## config.mk

```make
export PLATFORM = sky130hd
export DESIGN_NAME = lss_link_slot
export DESIGN_NICKNAME = d
export VERILOG_FILES = /design/src/core/lss_pkg.sv /design/src/core/lss_link_slot.sv
export SDC_FILE = /design/constraint.sdc
export NUM_CORES = 1
export LEC_CHECK = 0
export BUFFER_PORTS_ARGS = -buffer_cell sky130_fd_sc_hd__clkbuf_2
export CORE_MARGIN = 5
export CORE_UTILIZATION = 48
export CTS_CLUSTER_DIAMETER = 80
export DETAILED_ROUTE_END_ITERATION = 6
export GPL_TIMING_DRIVEN = 0
export PLACE_DENSITY = 0.87
export RECOVER_POWER = 100
export SETUP_SLACK_MARGIN = 0.2
export SLEW_MARGIN = 20
export SYNTH_ARGS = -nofsm -noshare
export SYNTH_HDL_FRONTEND = slang
export SYNTH_SLANG_ARGS = --single-unit
```

## constraint.sdc

```tcl
create_clock -name ref_clk_i -period 5.3 [get_ports ref_clk_i]
set_input_delay 0.795 -clock ref_clk_i [delete_from_list [all_inputs] [get_ports ref_clk_i]]
set_output_delay 0.795 -clock ref_clk_i [all_outputs]
set_load 0.01 [all_outputs]
```

## src/core/lss_pkg.sv

```systemverilog
`default_nettype none
package lss_pkg;
    // ************************************************************
    // register offsets
    // ************************************************************
    localparam logic [11:0] LNK_OFS      = 12'h078;
    localparam logic [11:0] SLOT_CAP_OFS = 12'h07c;
    // ************************************************************
    // link status and control field positions
    // ************************************************************
    localparam int ASPM_LSB     = 0;
    localparam int LINK_DIS_BIT = 4;
    localparam int RETRAIN_BIT  = 5;
    localparam int COM_CLK_BIT  = 6;
    localparam int EXT_SYNC_BIT = 7;
    localparam int BW_IE_BIT    = 10;
    localparam int ABW_IE_BIT   = 11;
    localparam int SPEED_LSB    = 16;
    localparam int WIDTH_LSB    = 20;
    localparam int TRAIN_BIT    = 27;
    localparam int SLOT_CLK_BIT = 28;
    localparam int DLL_ACT_BIT  = 29;
    localparam int BW_ST_BIT    = 30;
    localparam int ABW_ST_BIT   = 31;
    // ************************************************************
    // slot capability field positions
    // ************************************************************
    localparam int ATTN_BTN_BIT  = 0;
    localparam int PWR_CTL_BIT   = 1;
    localparam int LATCH_SNS_BIT = 2;
    localparam int ATTN_IND_BIT  = 3;
    localparam int HP_CAP_BIT    = 6;
    localparam int INTERLOCK_BIT = 17;
    // ************************************************************
    // codes and reset values
    // ************************************************************
    localparam logic [3:0] SPEED_2G5     = 4'h1;
    localparam logic [3:0] SPEED_5G0     = 4'h2;
    localparam logic [5:0] WIDTH_DOWN    = 6'h00;
    localparam logic [1:0] ASPM_RST      = 2'h0;
    localparam logic [6:0] SLOT_CAP_RST  = 7'h5f;
    localparam logic       INTERLOCK_RST = 1'h1;
    localparam logic       SLOT_CLK_RST  = 1'h0;
endpackage
`default_nettype wire

```

## src/core/lss_link_slot.sv

```systemverilog
// Function
// RULE1: speed field reports negotiated rate code
// RULE2: width field one-hot, zero when down
// RULE3: bit 27 shows requested training pending
// RULE4: bit 28 reports platform reference clock use
// RULE5: bit 29 needs capable, active, FC done
// RULE6: bit 30 set on retrain/reliability, W1C
// RULE7: bit 31 set on autonomous change, W1C
// RULE8: receiver may always enter L0s
// RULE9: capability bits reset one only if hot-plug capable
// RULE10: serial capable only with expander detected
// RULE11: at most one parallel controller per port
// RULE12: ports without parallel controller use serial
// RULE13: serial by default unless override set
// RULE14: bit 0 read-only attention button present
// RULE15: bit 1 clear disables slot power-up
// RULE16: power-up needs latch closed, control clear
// RULE17: latch ignored when sensor bit clear
// RULE18: latch low means closed, power allowed
// RULE19: bit 3 gates active-low attention LED
// RULE20: retrain bit starts training, reads zero
// RULE21: enables gate bandwidth status interrupts
// RULE22: upstream port status and capability read zero
`timescale 1ns/10ps
`default_nettype none
module lss_link_slot #(
    parameter logic DLL_REPORT_CAP = 1'h1
) (
    // clock and reset
    input  wire logic        ref_clk_i,
    input  wire logic        rst_i,
    input  wire logic        ce_i,
    // register access
    input  wire logic [11:0] reg_addr_i,
    input  wire logic        reg_wr_i,
    input  wire logic        reg_rd_i,
    input  wire logic        reg_init_i,
    input  wire logic [31:0] reg_wdata_i,
    output logic      [31:0] reg_rdata_o,
    // port configuration
    input  wire logic        port_downstream_i,
    input  wire logic        par_b_owns_i,
    input  wire logic        par_c_owns_i,
    input  wire logic        serial_override_i,
    input  wire logic        expander_present_i,
    input  wire logic        slot_power_off_i,
    input  wire logic        attention_on_i,
    // link state
    input  wire logic        link_up_i,
    input  wire logic [3:0]  link_speed_i,
    input  wire logic [5:0]  link_width_i,
    input  wire logic        dl_active_i,
    input  wire logic        fc_init_done_i,
    input  wire logic        dl_down_i,
    input  wire logic        retrain_done_i,
    input  wire logic        reliab_change_i,
    input  wire logic        auto_change_i,
    // slot
    input  wire logic        retention_latch_i,
    // link control
    output logic             retrain_req_o,
    output logic             link_disable_o,
    output logic      [1:0]  aspm_ctl_o,
    output logic             rx_l0s_allowed_o,
    // hot plug
    output logic             serial_hp_o,
    output logic             parallel_hp_o,
    output logic             par_use_c_o,
    output logic             hp_capable_o,
    output logic             slot_power_up_o,
    output logic             slot_attention_led_n_o,
    // interrupt requests
    output logic             bw_irq_o,
    output logic             abw_irq_o
);
    // ************************************************************
    // state
    // ************************************************************
    typedef struct packed {
        logic [1:0]  aspm;
        logic        link_dis;
        logic        com_clk;
        logic        ext_sync;
        logic        bw_ie;
        logic        abw_ie;
        logic        slot_clk;
        logic        train;
        logic        bw_st;
        logic        abw_st;
        logic        retrain;
        logic [6:0]  cap;
        logic        cap17;
        logic [31:0] rdata;
    } lss_state_type;

    lss_state_type st_q;
    lss_state_type st_d;

    logic        dn;
    logic        wr_lnk;
    logic        wr_cap;
    logic        rd_lnk;
    logic        rd_cap;
    logic [6:0]  cap_eff;
    logic        cap17_eff;
    logic [31:0] lnk_word;
    logic [31:0] cap_word;

    assign dn     = port_downstream_i;
    assign wr_lnk = reg_wr_i && (reg_addr_i == lss_pkg::LNK_OFS);
    assign wr_cap = reg_wr_i && (reg_addr_i == lss_pkg::SLOT_CAP_OFS);
    assign rd_lnk = reg_rd_i && (reg_addr_i == lss_pkg::LNK_OFS);
    assign rd_cap = reg_rd_i && (reg_addr_i == lss_pkg::SLOT_CAP_OFS);

    // ************************************************************
    // hot plug controller selection
    // ************************************************************
    // parallel only when assigned and the serial default is overridden
    assign parallel_hp_o = dn && (par_b_owns_i || par_c_owns_i) && serial_override_i; // [RULE11] [RULE13]
    // controller b wins if software assigns both, so one port owns one
    assign par_use_c_o   = parallel_hp_o && !par_b_owns_i;                           // [RULE11]
    assign serial_hp_o   = dn && !parallel_hp_o;                                     // [RULE12] [RULE13]
    assign hp_capable_o  = parallel_hp_o || (serial_hp_o && expander_present_i);     // [RULE10]

    // stored bits keep their loaded value; capability gates what is seen
    assign cap_eff   = (dn && hp_capable_o) ? st_q.cap : 7'h00;                      // [RULE9] [RULE22]
    assign cap17_eff = dn && serial_hp_o && hp_capable_o && st_q.cap17;              // [RULE9]

    // ************************************************************
    // slot power and indicators
    // ************************************************************
    // latch input low means closed
    assign slot_power_up_o = cap_eff[lss_pkg::PWR_CTL_BIT] && !slot_power_off_i &&   // [RULE15] [RULE16]
                             (!cap_eff[lss_pkg::LATCH_SNS_BIT] || !retention_latch_i); // [RULE17] [RULE18]
    // led idles high when the indicator is absent
    assign slot_attention_led_n_o = !(cap_eff[lss_pkg::ATTN_IND_BIT] && attention_on_i); // [RULE19]

    // ************************************************************
    // link control outputs
    // ************************************************************
    assign retrain_req_o    = st_q.retrain;                                          // [RULE20]
    assign link_disable_o   = st_q.link_dis;
    assign aspm_ctl_o       = st_q.aspm;
    // the receiver side of L0s never depends on the aspm enables
    assign rx_l0s_allowed_o = 1'h1;                                                  // [RULE8]
    assign bw_irq_o         = dn && st_q.bw_ie && st_q.bw_st;                        // [RULE21]
    assign abw_irq_o        = dn && st_q.abw_ie && st_q.abw_st;                      // [RULE21]
    assign reg_rdata_o      = st_q.rdata;

    // ************************************************************
    // read words
    // ************************************************************
    always_comb begin
        lnk_word = 32'h0000_0000;
        lnk_word[lss_pkg::ASPM_LSB +: 2]     = st_q.aspm;
        lnk_word[lss_pkg::LINK_DIS_BIT]      = dn && st_q.link_dis;
        lnk_word[lss_pkg::COM_CLK_BIT]       = st_q.com_clk;
        lnk_word[lss_pkg::EXT_SYNC_BIT]      = st_q.ext_sync;
        lnk_word[lss_pkg::BW_IE_BIT]         = dn && st_q.bw_ie;
        lnk_word[lss_pkg::ABW_IE_BIT]        = dn && st_q.abw_ie;
        // speed is undefined while down; the live code is passed anyway
        lnk_word[lss_pkg::SPEED_LSB +: 4]    = link_speed_i;                         // [RULE1]
        lnk_word[lss_pkg::WIDTH_LSB +: 6]    = link_up_i ? link_width_i : lss_pkg::WIDTH_DOWN; // [RULE2]
        lnk_word[lss_pkg::TRAIN_BIT]         = dn && st_q.train;                     // [RULE3]
        lnk_word[lss_pkg::SLOT_CLK_BIT]      = st_q.slot_clk;                        // [RULE4]
        lnk_word[lss_pkg::DLL_ACT_BIT]       = dn && DLL_REPORT_CAP && dl_active_i &&
                                               link_up_i && fc_init_done_i;          // [RULE5]
        lnk_word[lss_pkg::BW_ST_BIT]         = dn && st_q.bw_st;                     // [RULE22]
        lnk_word[lss_pkg::ABW_ST_BIT]        = dn && st_q.abw_st;                    // [RULE22]
        cap_word = 32'h0000_0000;
        cap_word[6:0]                        = cap_eff;                              // [RULE14]
        cap_word[lss_pkg::INTERLOCK_BIT]     = cap17_eff;
    end

    // ************************************************************
    // next state
    // ************************************************************
    always_comb begin
        st_d = st_q;
        st_d.retrain = 1'h0;
        if (wr_lnk) begin
            st_d.aspm     = reg_wdata_i[lss_pkg::ASPM_LSB +: 2];
            st_d.com_clk  = reg_wdata_i[lss_pkg::COM_CLK_BIT];
            st_d.ext_sync = reg_wdata_i[lss_pkg::EXT_SYNC_BIT];
            if (dn) begin
                st_d.link_dis = reg_wdata_i[lss_pkg::LINK_DIS_BIT];
                st_d.bw_ie    = reg_wdata_i[lss_pkg::BW_IE_BIT];
                st_d.abw_ie   = reg_wdata_i[lss_pkg::ABW_IE_BIT];
                st_d.retrain  = reg_wdata_i[lss_pkg::RETRAIN_BIT];                   // [RULE20]
            end
            if (reg_init_i) begin
                st_d.slot_clk = reg_wdata_i[lss_pkg::SLOT_CLK_BIT];                  // [RULE4]
            end
            // write-one-to-clear; a set in the same cycle wins below
            if (reg_wdata_i[lss_pkg::BW_ST_BIT]) begin
                st_d.bw_st = 1'h0;
            end
            if (reg_wdata_i[lss_pkg::ABW_ST_BIT]) begin
                st_d.abw_st = 1'h0;
            end
        end
        // capability bits are only loaded by initialisation accesses
        if (wr_cap && reg_init_i) begin
            st_d.cap   = reg_wdata_i[6:0];
            st_d.cap17 = reg_wdata_i[lss_pkg::INTERLOCK_BIT];
        end
        // training pending from the request until completion or link loss
        if (!dn || dl_down_i) begin
            st_d.train = 1'h0;
        end else if (st_d.retrain) begin
            st_d.train = 1'h1;                                                       // [RULE3]
        end else if (retrain_done_i) begin
            st_d.train = 1'h0;
        end
        if (dn && !dl_down_i && ((st_q.train && retrain_done_i) || reliab_change_i)) begin
            st_d.bw_st = 1'h1;                                                       // [RULE6]
        end
        if (dn && !dl_down_i && auto_change_i) begin
            st_d.abw_st = 1'h1;                                                      // [RULE7]
        end
        if (!dn) begin
            st_d.bw_st  = 1'h0;                                                      // [RULE22]
            st_d.abw_st = 1'h0;
        end
        if (rd_lnk) begin
            st_d.rdata = lnk_word;
        end else if (rd_cap) begin
            st_d.rdata = cap_word;
        end else if (reg_rd_i) begin
            st_d.rdata = 32'h0000_0000;
        end
    end

    always_ff @(posedge ref_clk_i) begin
        if (rst_i) begin
            st_q          <= '0;
            st_q.aspm     <= lss_pkg::ASPM_RST;
            st_q.slot_clk <= lss_pkg::SLOT_CLK_RST;
            st_q.cap      <= lss_pkg::SLOT_CAP_RST;                                  // [RULE9]
            st_q.cap17    <= lss_pkg::INTERLOCK_RST;
        end else if (ce_i) begin
            st_q <= st_d;
        end
    end

    // ************************************************************
    // checks
    // ************************************************************
    chk_speed_report: assert property (@(posedge ref_clk_i) disable iff (rst_i) // [RULE1]
        (ce_i && rd_lnk) |=> reg_rdata_o[19:16] == $past(link_speed_i))
        else $error("speed field does not match link");
    chk_width_down: assert property (@(posedge ref_clk_i) disable iff (rst_i) // [RULE2]
        (ce_i && rd_lnk && !link_up_i) |=> reg_rdata_o[25:20] == 6'h00)
        else $error("width not zero while link down");
    chk_train_pend: assert property (@(posedge ref_clk_i) disable iff (rst_i) // [RULE3]
        (ce_i && wr_lnk && dn && reg_wdata_i[5] && !dl_down_i) |=> st_q.train ##1
            (st_q.train || $past(!dn || dl_down_i || retrain_done_i)))
        else $error("training flag not raised by retrain");
    chk_dll_active: assert property (@(posedge ref_clk_i) disable iff (rst_i) // [RULE5]
        (ce_i && rd_lnk) |=> reg_rdata_o[29] ==
            $past(dn && dl_active_i && link_up_i && fc_init_done_i && DLL_REPORT_CAP))
        else $error("link active bit wrong");
    chk_bw_set: assert property (@(posedge ref_clk_i) disable iff (rst_i) // [RULE6]
        (ce_i && dn && !dl_down_i && reliab_change_i) |=> st_q.bw_st)
        else $error("bandwidth status not set");
    chk_bw_retrain: assert property (@(posedge ref_clk_i) disable iff (rst_i) // [RULE6]
        (ce_i && dn && !dl_down_i && st_q.train && retrain_done_i) |=> st_q.bw_st)
        else $error("bandwidth status not set after retrain");
    chk_serial_capable: assert property (@(posedge ref_clk_i) disable iff (rst_i) // [RULE10]
        serial_hp_o && !expander_present_i |-> !hp_capable_o && cap_eff == 7'h00)
        else $error("serial port capable without expander");
    chk_abw_set: assert property (@(posedge ref_clk_i) disable iff (rst_i) // [RULE7]
        (ce_i && dn && !dl_down_i && auto_change_i) |=> st_q.abw_st)
        else $error("autonomous status not set");
    chk_l0s_rx: assert property (@(posedge ref_clk_i) disable iff (rst_i) // [RULE8]
        aspm_ctl_o == 2'h0 |-> rx_l0s_allowed_o)
        else $error("receiver L0s blocked");
    chk_no_power: assert property (@(posedge ref_clk_i) disable iff (rst_i) // [RULE15]
        !cap_eff[1] || slot_power_off_i |-> !slot_power_up_o)
        else $error("slot powered without controller");
    chk_latch_open: assert property (@(posedge ref_clk_i) disable iff (rst_i) // [RULE18]
        cap_eff[2] && retention_latch_i |-> !slot_power_up_o)
        else $error("slot powered with latch open");
    chk_led_off: assert property (@(posedge ref_clk_i) disable iff (rst_i) // [RULE19]
        !cap_eff[3] |-> slot_attention_led_n_o)
        else $error("attention led driven without indicator");
    chk_retrain_zero: assert property (@(posedge ref_clk_i) disable iff (rst_i) // [RULE20]
        (ce_i && rd_lnk) |=> !reg_rdata_o[5])
        else $error("retrain bit read back as one");
    chk_upstream_zero: assert property (@(posedge ref_clk_i) disable iff (rst_i) // [RULE22]
        !dn |-> cap_eff == 7'h00 && !bw_irq_o && !abw_irq_o)
        else $error("upstream port shows downstream state");
    chk_serial_default: assert property (@(posedge ref_clk_i) disable iff (rst_i) // [RULE13]
        dn && !serial_override_i |-> serial_hp_o && !parallel_hp_o)
        else $error("serial default not applied");
    cov_retrain_done: cover property (@(posedge ref_clk_i) disable iff (rst_i)
        st_q.train ##[1:20] st_q.bw_st);
    cov_power_up: cover property (@(posedge ref_clk_i) disable iff (rst_i)
        cap_eff[2] && slot_power_up_o);
    cov_abw_irq: cover property (@(posedge ref_clk_i) disable iff (rst_i)
        abw_irq_o ##1 !st_q.abw_st);
    cov_parallel_c: cover property (@(posedge ref_clk_i) disable iff (rst_i)
        par_use_c_o && hp_capable_o);
endmodule // lss_link_slot
`default_nettype wire

```

==> results of run 1 <==
[cells in the mapped netlist, types with 2 or more instances]
cell,n,area [sq um]
conb_1,2,7.51
and3_1,3,18.8
a31oi_1,4,25.0
nand4b_1,2,17.5
buf_2,2,10.0
buf_4,36,270
nand3_1,10,50.1
inv_1,6,22.5
a21oi_1,32,160
o21ai_0,6,30.0
nor4_4,4,85.1
nor2b_1,2,12.5
nand4_1,16,100
clkbuf_1,11,41.3
and2_1,2,12.5
nand2_1,40,150
a31o_1,2,17.5
nor2_1,10,37.5
mux2i_1,15,150
dfxtp_1,45,901
[cells by family after synthesis]
kind of cell / count (synthesis)
simple gates: 95
buf+inv: 57
compound gates: 50
flops: 45
mux: 15
other cells: 2
[power by group]
| part | switching (W) | internal [W] |
|---|---|---|
| clock | 0.000112 | 0.000141 |
| combinational | 0.0000389 | 0.0000308 |
| sequential | 0.00000139 | 0.000340 |
| total | 0.000153 | 0.000512 |
[how the worst max path moves through the flow]
stage,start,endpoint,slack (ns)
global route,reg_addr_i[7],st_q[32]$_SDFFE_PP1P_,1.64
CTS,port_downstream_i,abw_irq_o,2.62
global placement,reg_addr_i[7],st_q[33]$_SDFFE_PP1P_,2.59
detailed placement,reg_addr_i[7],st_q[32]$_SDFFE_PP1P_,2.56
finish,reg_addr_i[7],st_q[38]$_SDFFE_PP0P_,1.77
floorplan,port_downstream_i,slot_power_up_o,2.71
[sequential cells by signal, indices dropped and copies added, names as in the netlist]
register        flops
link_disable_o      1
retrain_req_o       1
st_q               13
reg_rdata_o        25
lnk_word            3
aspm_ctl_o          2
[cell type report]
class / count / area [sq um] / area share [%]
sequential: 45 / 901 / 32.4
timing repair buffer: 91 / 413 / 14.9
buffer: 51 / 330 / 11.9
tap: 52 / 65.1 / 2.34
clock inverter: 2 / 38.8 / 1.40
inverter: 6 / 22.5 / 0.811
multi-input combinational: 168 / 935 / 33.6
clock buffer: 6 / 72.6 / 2.61
[per-layer routing]
metal	vias up	wire length, microns	global-route usage, %
li1	1084	-	-
met1	960	2510	24.5
met2	126	2720	31.9
met3	12	660	5.72
met4	0	97	4.72
met5	-	0	0
[stage by stage]
stage / total power, W / utilization (%)
2_1_floorplan: 0.000387 / -
3_3_place_gp: 0.000420 / 62.6
3_5_place_dp: 0.000422 / 62.6
4_1_cts: 0.000674 / 65.1
5_1_grt: 0.000693 / 62.5
6_report: 0.000665 / 62.5
[critical path, stage by stage]
cell      delay (ns)
clkbuf_2        0.08
or4b_1          0.51
clkbuf_1        0.16
nor4_1          1.73
mux2i_1         0.36
nor2_1          0.06
==> impl_results.md, run 1 <==
* Status: finished with violations
* Failing checks: capacitance limit, slew limit
* Post-CTS Setup Inserts at 0
* CTS tree: yes
* Layout cell share with drive strength beyond 1 at between 20% and 30%
* P per Cell Area at 239 nW/um^2
* Worst-Skew Late Latency at 0.30 ns
* Max-Cap Viols at 2
* WHS at ~0.45 ns
* Max-slew violation count at 18
* Grt ovf at 0
* FF-to-FF setup slack at 4.19 ns
* Syn. warnings at 0
* Die width at between 70 and 80 microns
* CTS Root Cell: clkbuf_8
* Final GP Congestion at 0.775
* Fin crit share at 66.6%
* Port Buffers at a little over 90
* Clk_skew at 0.00961 ns
* Die area at ~6100 sq um
* Largest net degree at the start of global routing at 15
* Slew @ Worst Pin at 2.17 ns
* Clock buffer depth at 2
* Post-layout worst setup margin at 1.77 ns
* Netlist Area Pre-Place at 2240 sq um
* Total iterations of the first detailed-routing run at 4
* CTS clk-pin slew, worst paths at 0.08 ns
* H-tree depth reported by CTS at 2
* CP endpoint kind: flop
* Register bit count reported by yosys at 45
* Most common cell after layout, fill and taps aside: clkbuf_2
* WHS Path Cells at 2
* Synth Area in XOR/XNOR at 0%
* Vias in the first global route at 2,055
* # diodes at 0
* Nets at between 400 and 500
* Worst Setup Path Type: primary input to flop
* Register area share after synthesis at 40.3%
* Commonest non-fill, non-tap cells in the layout: 57 x clkbuf_2, 49 x clkbuf_1, 45 x dfxtp_1
* Min-delay src: reg_rdata_o[29]$_SDFFE_PP0P_
* First-pass GRT wire length at about 9.4 mm
* CP Data Required Time at between 5 and 6 ns
* Post-Layout Cell Count at 421
* Cell Area, Placed at between 2000 and 3000 sq um
* Synth Area in Compound Gates at 12.7%
* Reg2reg end: reg_rdata_o[17]$_SDFFE_PP0P_
* Top_reg_cell synth: dfxtp_1
* Hold_buf cts at 0
* Library cells used by synthesis at 34
* Final min period at between 3 and 4 ns
* Starting density of the core at 50.3%
* Critical path peak fanout at 9
* RSZ-0062 raised after global routing: false
* Total track usage at between 10% and 20%
* Mean Syn Cell Area at around 8.5 sq um
* FILL cells at 404
* Wirelength per Cell at around 14 microns
* Mux contribution to synthesized area at between 6 and 7%
* Drt drc at 0
* Number of synthesized flops with an enable pin at 0
* DR iter-0 viols at 98
* TNS Setup at 0 ns
* Placed insts at just over 400
* Crit path launch type: primary input
* DP Worst Slack at 2.56 ns
* Post-DP HPWL at 4.60 mm
* Via count at 2,182
* Row count at 24
* Combinational family with the most area after synthesis: simple AND/OR/NAND/NOR gates
* Routed Antenna Nets at 0
* Core area at 4440 sq um
* Initial antenna violation count at 0
* Post_cts resized at 0
* Layout overhead on the synthesized area at 24.2%
* Pleak at 1.17 nW
* Simple-gate share of the synthesized area at 23.9%
* Ys async rst share at 0%
* R2R Path Start: st_q[32]$_SDFFE_PP1P_
* CTS Buf Count at 5
* Worst min path class: flop to flop
* Post-Route WL at 5.98 mm
* Synth Area in Adders at 0%
* Die height at between 70 and 80 microns
* CP arrival at 3.70 ns
* Syn Inst Count at 264
* IR drop worst, VDD at roughly 150 uV
* Slew HR at -45.7%
* Via/cell ratio at 5.18
* Hold Vio Cnt, Final at 0
* End of the worst hold path: reg_rdata_o[29]$_SDFFE_PP0P_
* Fmax at 0.283 GHz
* Setup violators final at 0
* CTS Sinks at 45
* Final Instance Area at 2780 sq um
* Cells on worst reg2reg path at 4
* # IOs at 120
Note: power is estimated with default switching activity, not from simulation.
==> run 2: changes to the inputs <==
- CORE_UTILIZATION: 48 -> 45
- PLACE_DENSITY: 0.87 -> 0.82
- clock period: 5.3 -> 3.6 ns (I/O delays scaled with it)
==> impl_results.md, run 2 (synthesized netlist as in run 1, its figures left out) <==
* Status: finished clean (was finished with violations)
* Max-Cap Viols at 0 (was 2)
* P per Cell Area at 347 nW/um^2 (was 239 nW/um^2)
* Post-Layout Cell Count at 435 (was 421)
* Final GP Congestion at 0.798 (was 0.775)
* Final Instance Area at 2820 sq um (was 2780 sq um)
* Worst Setup Path Type: primary input to flop (unchanged)
* Die height at 80.5 microns (was 78.3 microns)
* Cell Area, Placed at 2800 sq um (was 2780 sq um)
* Slew HR at 22.1% (was -45.7%)
* # diodes at 0 (unchanged)
* Wirelength per Cell at 13.3 microns (was 14.2 microns)
* CP Data Required Time at 3.83 ns (was 5.46 ns)
* Layout overhead on the synthesized area at 26.0% (was 24.2%)
* H-tree depth reported by CTS at 2 (unchanged)
* DP Worst Slack at 1.13 ns (was 2.56 ns)
* Largest net degree at the start of global routing at 14 (was 15)
* Grt ovf at 0 (unchanged)
* Commonest non-fill, non-tap cells in the layout: 56 x clkbuf_2, 49 x clkbuf_1, 45 x dfxtp_1 (was 57 x clkbuf_2, 49 x clkbuf_1, 45 x dfxtp_1)
* First-pass GRT wire length at 9.08 mm (was 9.44 mm)
* Worst-Skew Late Latency at 0.30 ns (about the same)
* Post-Route WL at 5.78 mm (was 5.98 mm)
* Setup violators final at 0 (unchanged)
* CP endpoint kind: flop (unchanged)
* Worst min path class: primary input to flop (was flop to flop)
* Max-slew violation count at 0 (was 18)
* Vias in the first global route at 2,074 (was 2,055)
* CTS tree: yes (unchanged)
* CTS clk-pin slew, worst paths at 0.08 ns (about the same)
* Clock buffer depth at 2 (unchanged)
* CTS Buf Count at 5 (unchanged)
* # IOs at 120 (unchanged)
* WHS at 0.449 ns (was 0.452 ns)
* Die area at 6480 sq um (was 6130 sq um)
* Starting density of the core at 46.7% (was 50.3%)
* Crit path launch type: primary input (unchanged)
* Largest register FFs at 25 (unchanged)
* Port Buffers at 91 (unchanged)
* Row count at 25 (was 24)
* Clk_skew at 0.00352 ns (was 0.00961 ns)
* Core area at 4790 sq um (was 4440 sq um)
* IR drop worst, VDD at 248 uV (was 146 uV)
* Via/cell ratio at 4.92 (was 5.18)
* Post_cts resized at 0 (unchanged)
* Drt drc at 0 (unchanged)
* Critical path peak fanout at 10 (was 9)
* DR iter-0 viols at 80 (was 98)
* Fmax at 0.369 GHz
* Final min period at 2.71 ns
* Pleak at 1.19 nW (was 1.17 nW)
* CTS Sinks at 45 (unchanged)
* Die width at 80.5 microns (was 78.3 microns)
* Hold Vio Cnt, Final at 0 (unchanged)
* Initial antenna violation count at 0 (unchanged)
* Routed Antenna Nets at 0 (unchanged)
* Post-CTS Setup Inserts at 0 (unchanged)
* Total iterations of the first detailed-routing run at 4 (unchanged)
* Placed insts at 428 (was 413)
* Most common cell after layout, fill and taps aside: clkbuf_2 (unchanged)
* Layout cell share with drive strength beyond 1 at 27.7% (was 27.4%)
* TNS Setup at 0 ns (unchanged)
* Total track usage at 17.9% (was 19.2%)
* RSZ-0062 raised after global routing: false (unchanged)
* Nets at 443 (unchanged)
* CP arrival at 2.95 ns (was 3.70 ns)
* Hold_buf cts at 0 (unchanged)
* Post-DP HPWL at 4.53 mm (was 4.60 mm)
* Post-layout worst setup margin at 0.888 ns (was 1.77 ns)
* Fin crit share at 75.3%
* Slew @ Worst Pin at 1.16 ns (was 2.17 ns)
* CTS Root Cell: clkbuf_8 (unchanged)
* Via count at 2,140 (was 2,182)
-- run 2: changes by cell type in the layout (fill, tap and decap cells not counted), sizes merged --
cell / before / now
clkbuf: 112 / 110
buf: 36 / 37
-- run 2: layer usage --
metal	vias up	share of wire, %	global-route usage [%]
li1	1081	-	-
met1	954	43	21.0
met2	92	46	29.9
met3	13	9.2	6.17
met4	0	2.3	7.09
met5	-	0	0
-- run 2: cell type report --
cell class	instances	area, sq um
Buffer	51	330
Fill cell	464	1970
Tap cell	67	83.8
Sequential cell	45	901
Clock buffer	5	68.8
Clock inverter	2	35.0
Multi-Input combinational cell	168	965
Timing Repair Buffer	91	412
Inverter	6	22.5
-- run 2: power breakdown --
part	total [W]	switching, W	leakage [nW]	internal, W
sequential	0.000503	0.00000199	0.363	0.000501
combinational	0.000104	0.0000582	0.772	0.0000455
clock	0.000370	0.000169	0.0540	0.000202
total	0.000977	0.000229	1.19	0.000748
-- run 2: path summary, 6_finish.rpt --
path / from / endpoint / slack [ns] / cells past startpoint
worst max-delay path: reg_addr_i[7] / reg_rdata_o[28]$_SDFFE_PP0P_ / 0.89 / 7
worst min register to register: reg_rdata_o[21]$_SDFFE_PP0P_ / reg_rdata_o[21]$_SDFFE_PP0P_ / 0.45 / 2
worst max register to register: st_q[32]$_SDFFE_PP1P_ / reg_rdata_o[17]$_SDFFE_PP0P_ / 2.41 / 4
worst min-delay path: reg_wdata_i[2] / st_q[35]$_SDFFE_PP1P_ / 0.45 / 3
-- run 2: worst max-delay path, cell delays in order --
cell and delay, ns:
clkbuf_2 0.07, or4b_1 0.51, clkbuf_1 0.21, nor4_1 0.84, clkbuf_1 0.47, nand3_1 0.14
a21oi_1 0.16
-- run 2: stage by stage --
| stage | power [W] | utilization, % |
|---|---|---|
| after floorplan | 0.000569 | - |
| after global placement | 0.000619 | 58.5 |
| after detailed placement | 0.000621 | 58.5 |
| after CTS | 0.000985 | 60.7 |
| after global routing | 0.00101 | 58.9 |
| final | 0.000977 | 58.9 |
==> run 3: changes to the inputs <==
- clock period: 3.6 -> 2.8 ns (I/O delays scaled with it)
==> impl_results.md, run 3 (synthesized netlist as in run 1, its figures left out) <==
* Hold Vio Cnt, Final at 0 (unchanged)
* P per Cell Area at 445 nW/um^2 (was 347 nW/um^2)
* Worst min path class: primary input to flop (unchanged)
* IR drop worst, VDD at 322 uV (was 248 uV)
* Post-Route WL at 5.77 mm (was 5.78 mm)
* Total track usage at 17.9% (unchanged)
* DR iter-0 viols at 82 (was 80)
* Final Instance Area at 2820 sq um (about the same)
* Largest net degree at the start of global routing at 14 (unchanged)
* CTS Root Cell: clkbuf_8 (unchanged)
* Cell Area, Placed at 2800 sq um (unchanged)
* CP arrival at 2.48 ns (was 2.95 ns)
* Crit path launch type: primary input (unchanged)
* Die width at 80.5 microns (unchanged)
* Core area at 4790 sq um (unchanged)
* FILL cells at 468 (was 464)
* H-tree depth reported by CTS at 2 (unchanged)
* Grt ovf at 0 (unchanged)
* Post-DP HPWL at 4.53 mm (unchanged)
* Clk_skew at 0.00365 ns (was 0.00352 ns)
* Nets at 443 (unchanged)
* WHS at 0.329 ns (was 0.449 ns)
* Post_cts resized at 0 (unchanged)
* RSZ-0062 raised after global routing: false (unchanged)
* Final GP Congestion at 0.798 (unchanged)
* CTS clk-pin slew, worst paths at 0.08 ns (about the same)
* Drt drc at 0 (unchanged)
* Max-Cap Viols at 0 (unchanged)
* Vias in the first global route at 2,074 (unchanged)
* Layout cell share with drive strength beyond 1 at 28.0% (was 27.7%)
* Status: finished clean (unchanged)
* # diodes at 0 (unchanged)
* Via/cell ratio at 4.95 (was 4.92)
* Worst-Skew Late Latency at 0.30 ns (about the same)
* # IOs at 120 (unchanged)
* Total iterations of the first detailed-routing run at 4 (unchanged)
* Starting density of the core at 46.7% (unchanged)
* Row count at 25 (unchanged)
* Fmax at 0.438 GHz
* Slew HR at 25.3% (was 22.1%)
* Pleak at 1.19 nW (about the same)
* Initial antenna violation count at 0 (unchanged)
* Worst Setup Path Type: primary input to flop (unchanged)
* Post-CTS Setup Inserts at 0 (unchanged)
* Critical path peak fanout at 7 (was 10)
* Layout overhead on the synthesized area at 26.2% (was 26.0%)
* CTS Sinks at 45 (unchanged)
* CTS Buf Count at 5 (unchanged)
* TNS Setup at 0 ns (unchanged)
* Max-slew violation count at 0 (unchanged)
* Port Buffers at 91 (unchanged)
* Clock buffer depth at 2 (unchanged)
* Most common cell after layout, fill and taps aside: clkbuf_2 (unchanged)
* Setup violators final at 0 (unchanged)
* Largest register FFs at 25 (unchanged)
* First-pass GRT wire length at 9.08 mm (unchanged)
* Wirelength per Cell at 13.3 microns (about the same)
* Routed Antenna Nets at 0 (unchanged)
* Die height at 80.5 microns (unchanged)
* CP Data Required Time at 3.00 ns (was 3.83 ns)
* Via count at 2,154 (was 2,140)
* Slew @ Worst Pin at 1.11 ns (was 1.16 ns)
* CP endpoint kind: flop (unchanged)
* Final min period at 2.28 ns
* Die area at 6480 sq um (unchanged)
* Commonest non-fill, non-tap cells in the layout: 56 x clkbuf_2, 48 x clkbuf_1, 45 x dfxtp_1 (was 56 x clkbuf_2, 49 x clkbuf_1, 45 x dfxtp_1)
* Fin crit share at around four fifths
* CTS tree: yes (unchanged)
* Hold_buf cts at 0 (unchanged)
## run 3: cell types whose count changed in the layout (fill, tap and decap cells not counted)
cell	delta
nor4_1	-1
buf_4	+1
or4_4	-1
clkbuf_1	-1
nor4_2	+1
or4_1	+1
## run 3: critical path, cell delays in order
cell and delay [ns]:
clkbuf_2 0.08, or4_1 0.53, buf_6 0.16, nor4_2 0.91, a21oi_1 0.16, a41o_1 0.23
## run 3: layout make-up
class / count / area [sq um] / share of cell area [%]
well taps: 67 / 83.8 / 2.97
flip-flops and latches: 45 / 901 / 31.9
inverters: 6 / 22.5 / 0.798
plain buffers: 51 / 334 / 11.8
clock inverters: 2 / 35.0 / 1.24
multi-input cells: 168 / 967 / 34.2
repair buffers: 91 / 412 / 14.6
clock buffers: 5 / 68.8 / 2.44
## run 3: power by group
| group | switching [W] | internal (W) | total, W |
|---|---|---|---|
| registers | 0.00000248 | 0.000644 | 0.000646 |
| logic | 0.0000751 | 0.0000585 | 0.000134 |
| clock network | 0.000219 | 0.000260 | 0.000478 |
## run 3: path summary, 6_finish.rpt
kind / depth (start not counted) / slack (ns) / endpoint / startpoint
worst max-delay path: 6 / 0.52 / lnk_word[28]$_SDFFE_PP0P_ / reg_addr_i[11]
worst min register to register: 2 / 0.45 / reg_rdata_o[23]$_SDFFE_PP0P_ / reg_rdata_o[23]$_SDFFE_PP0P_
worst min-delay path: 3 / 0.33 / st_q[35]$_SDFFE_PP1P_ / reg_wdata_i[2]
worst max register to register: 4 / 1.61 / reg_rdata_o[17]$_SDFFE_PP0P_ / st_q[32]$_SDFFE_PP1P_
## run 3: stage by stage
stage	std cells	utilization (%)	power, W	setup slack, ns
2_1_floorplan	270	-	0.000732	0.717
3_3_place_gp	428	58.5	0.000796	0.488
3_5_place_dp	428	58.5	0.000798	0.450
4_1_cts	435	60.7	0.00127	0.775
5_1_grt	435	59.0	0.00130	0.377
6_report	435	59.0	0.00126	0.517
## run 3: per-layer routing
| layer | vias up | track usage (%) | routed length (microns) |
|---|---|---|---|
| met5 | - | 0 | 0 |
| met4 | 0 | 7.09 | 114 |
| met3 | 12 | 6.17 | 543 |
| met2 | 99 | 29.9 | 2640 |
| met1 | 962 | 21.0 | 2480 |
| li1 | 1081 | - | - |
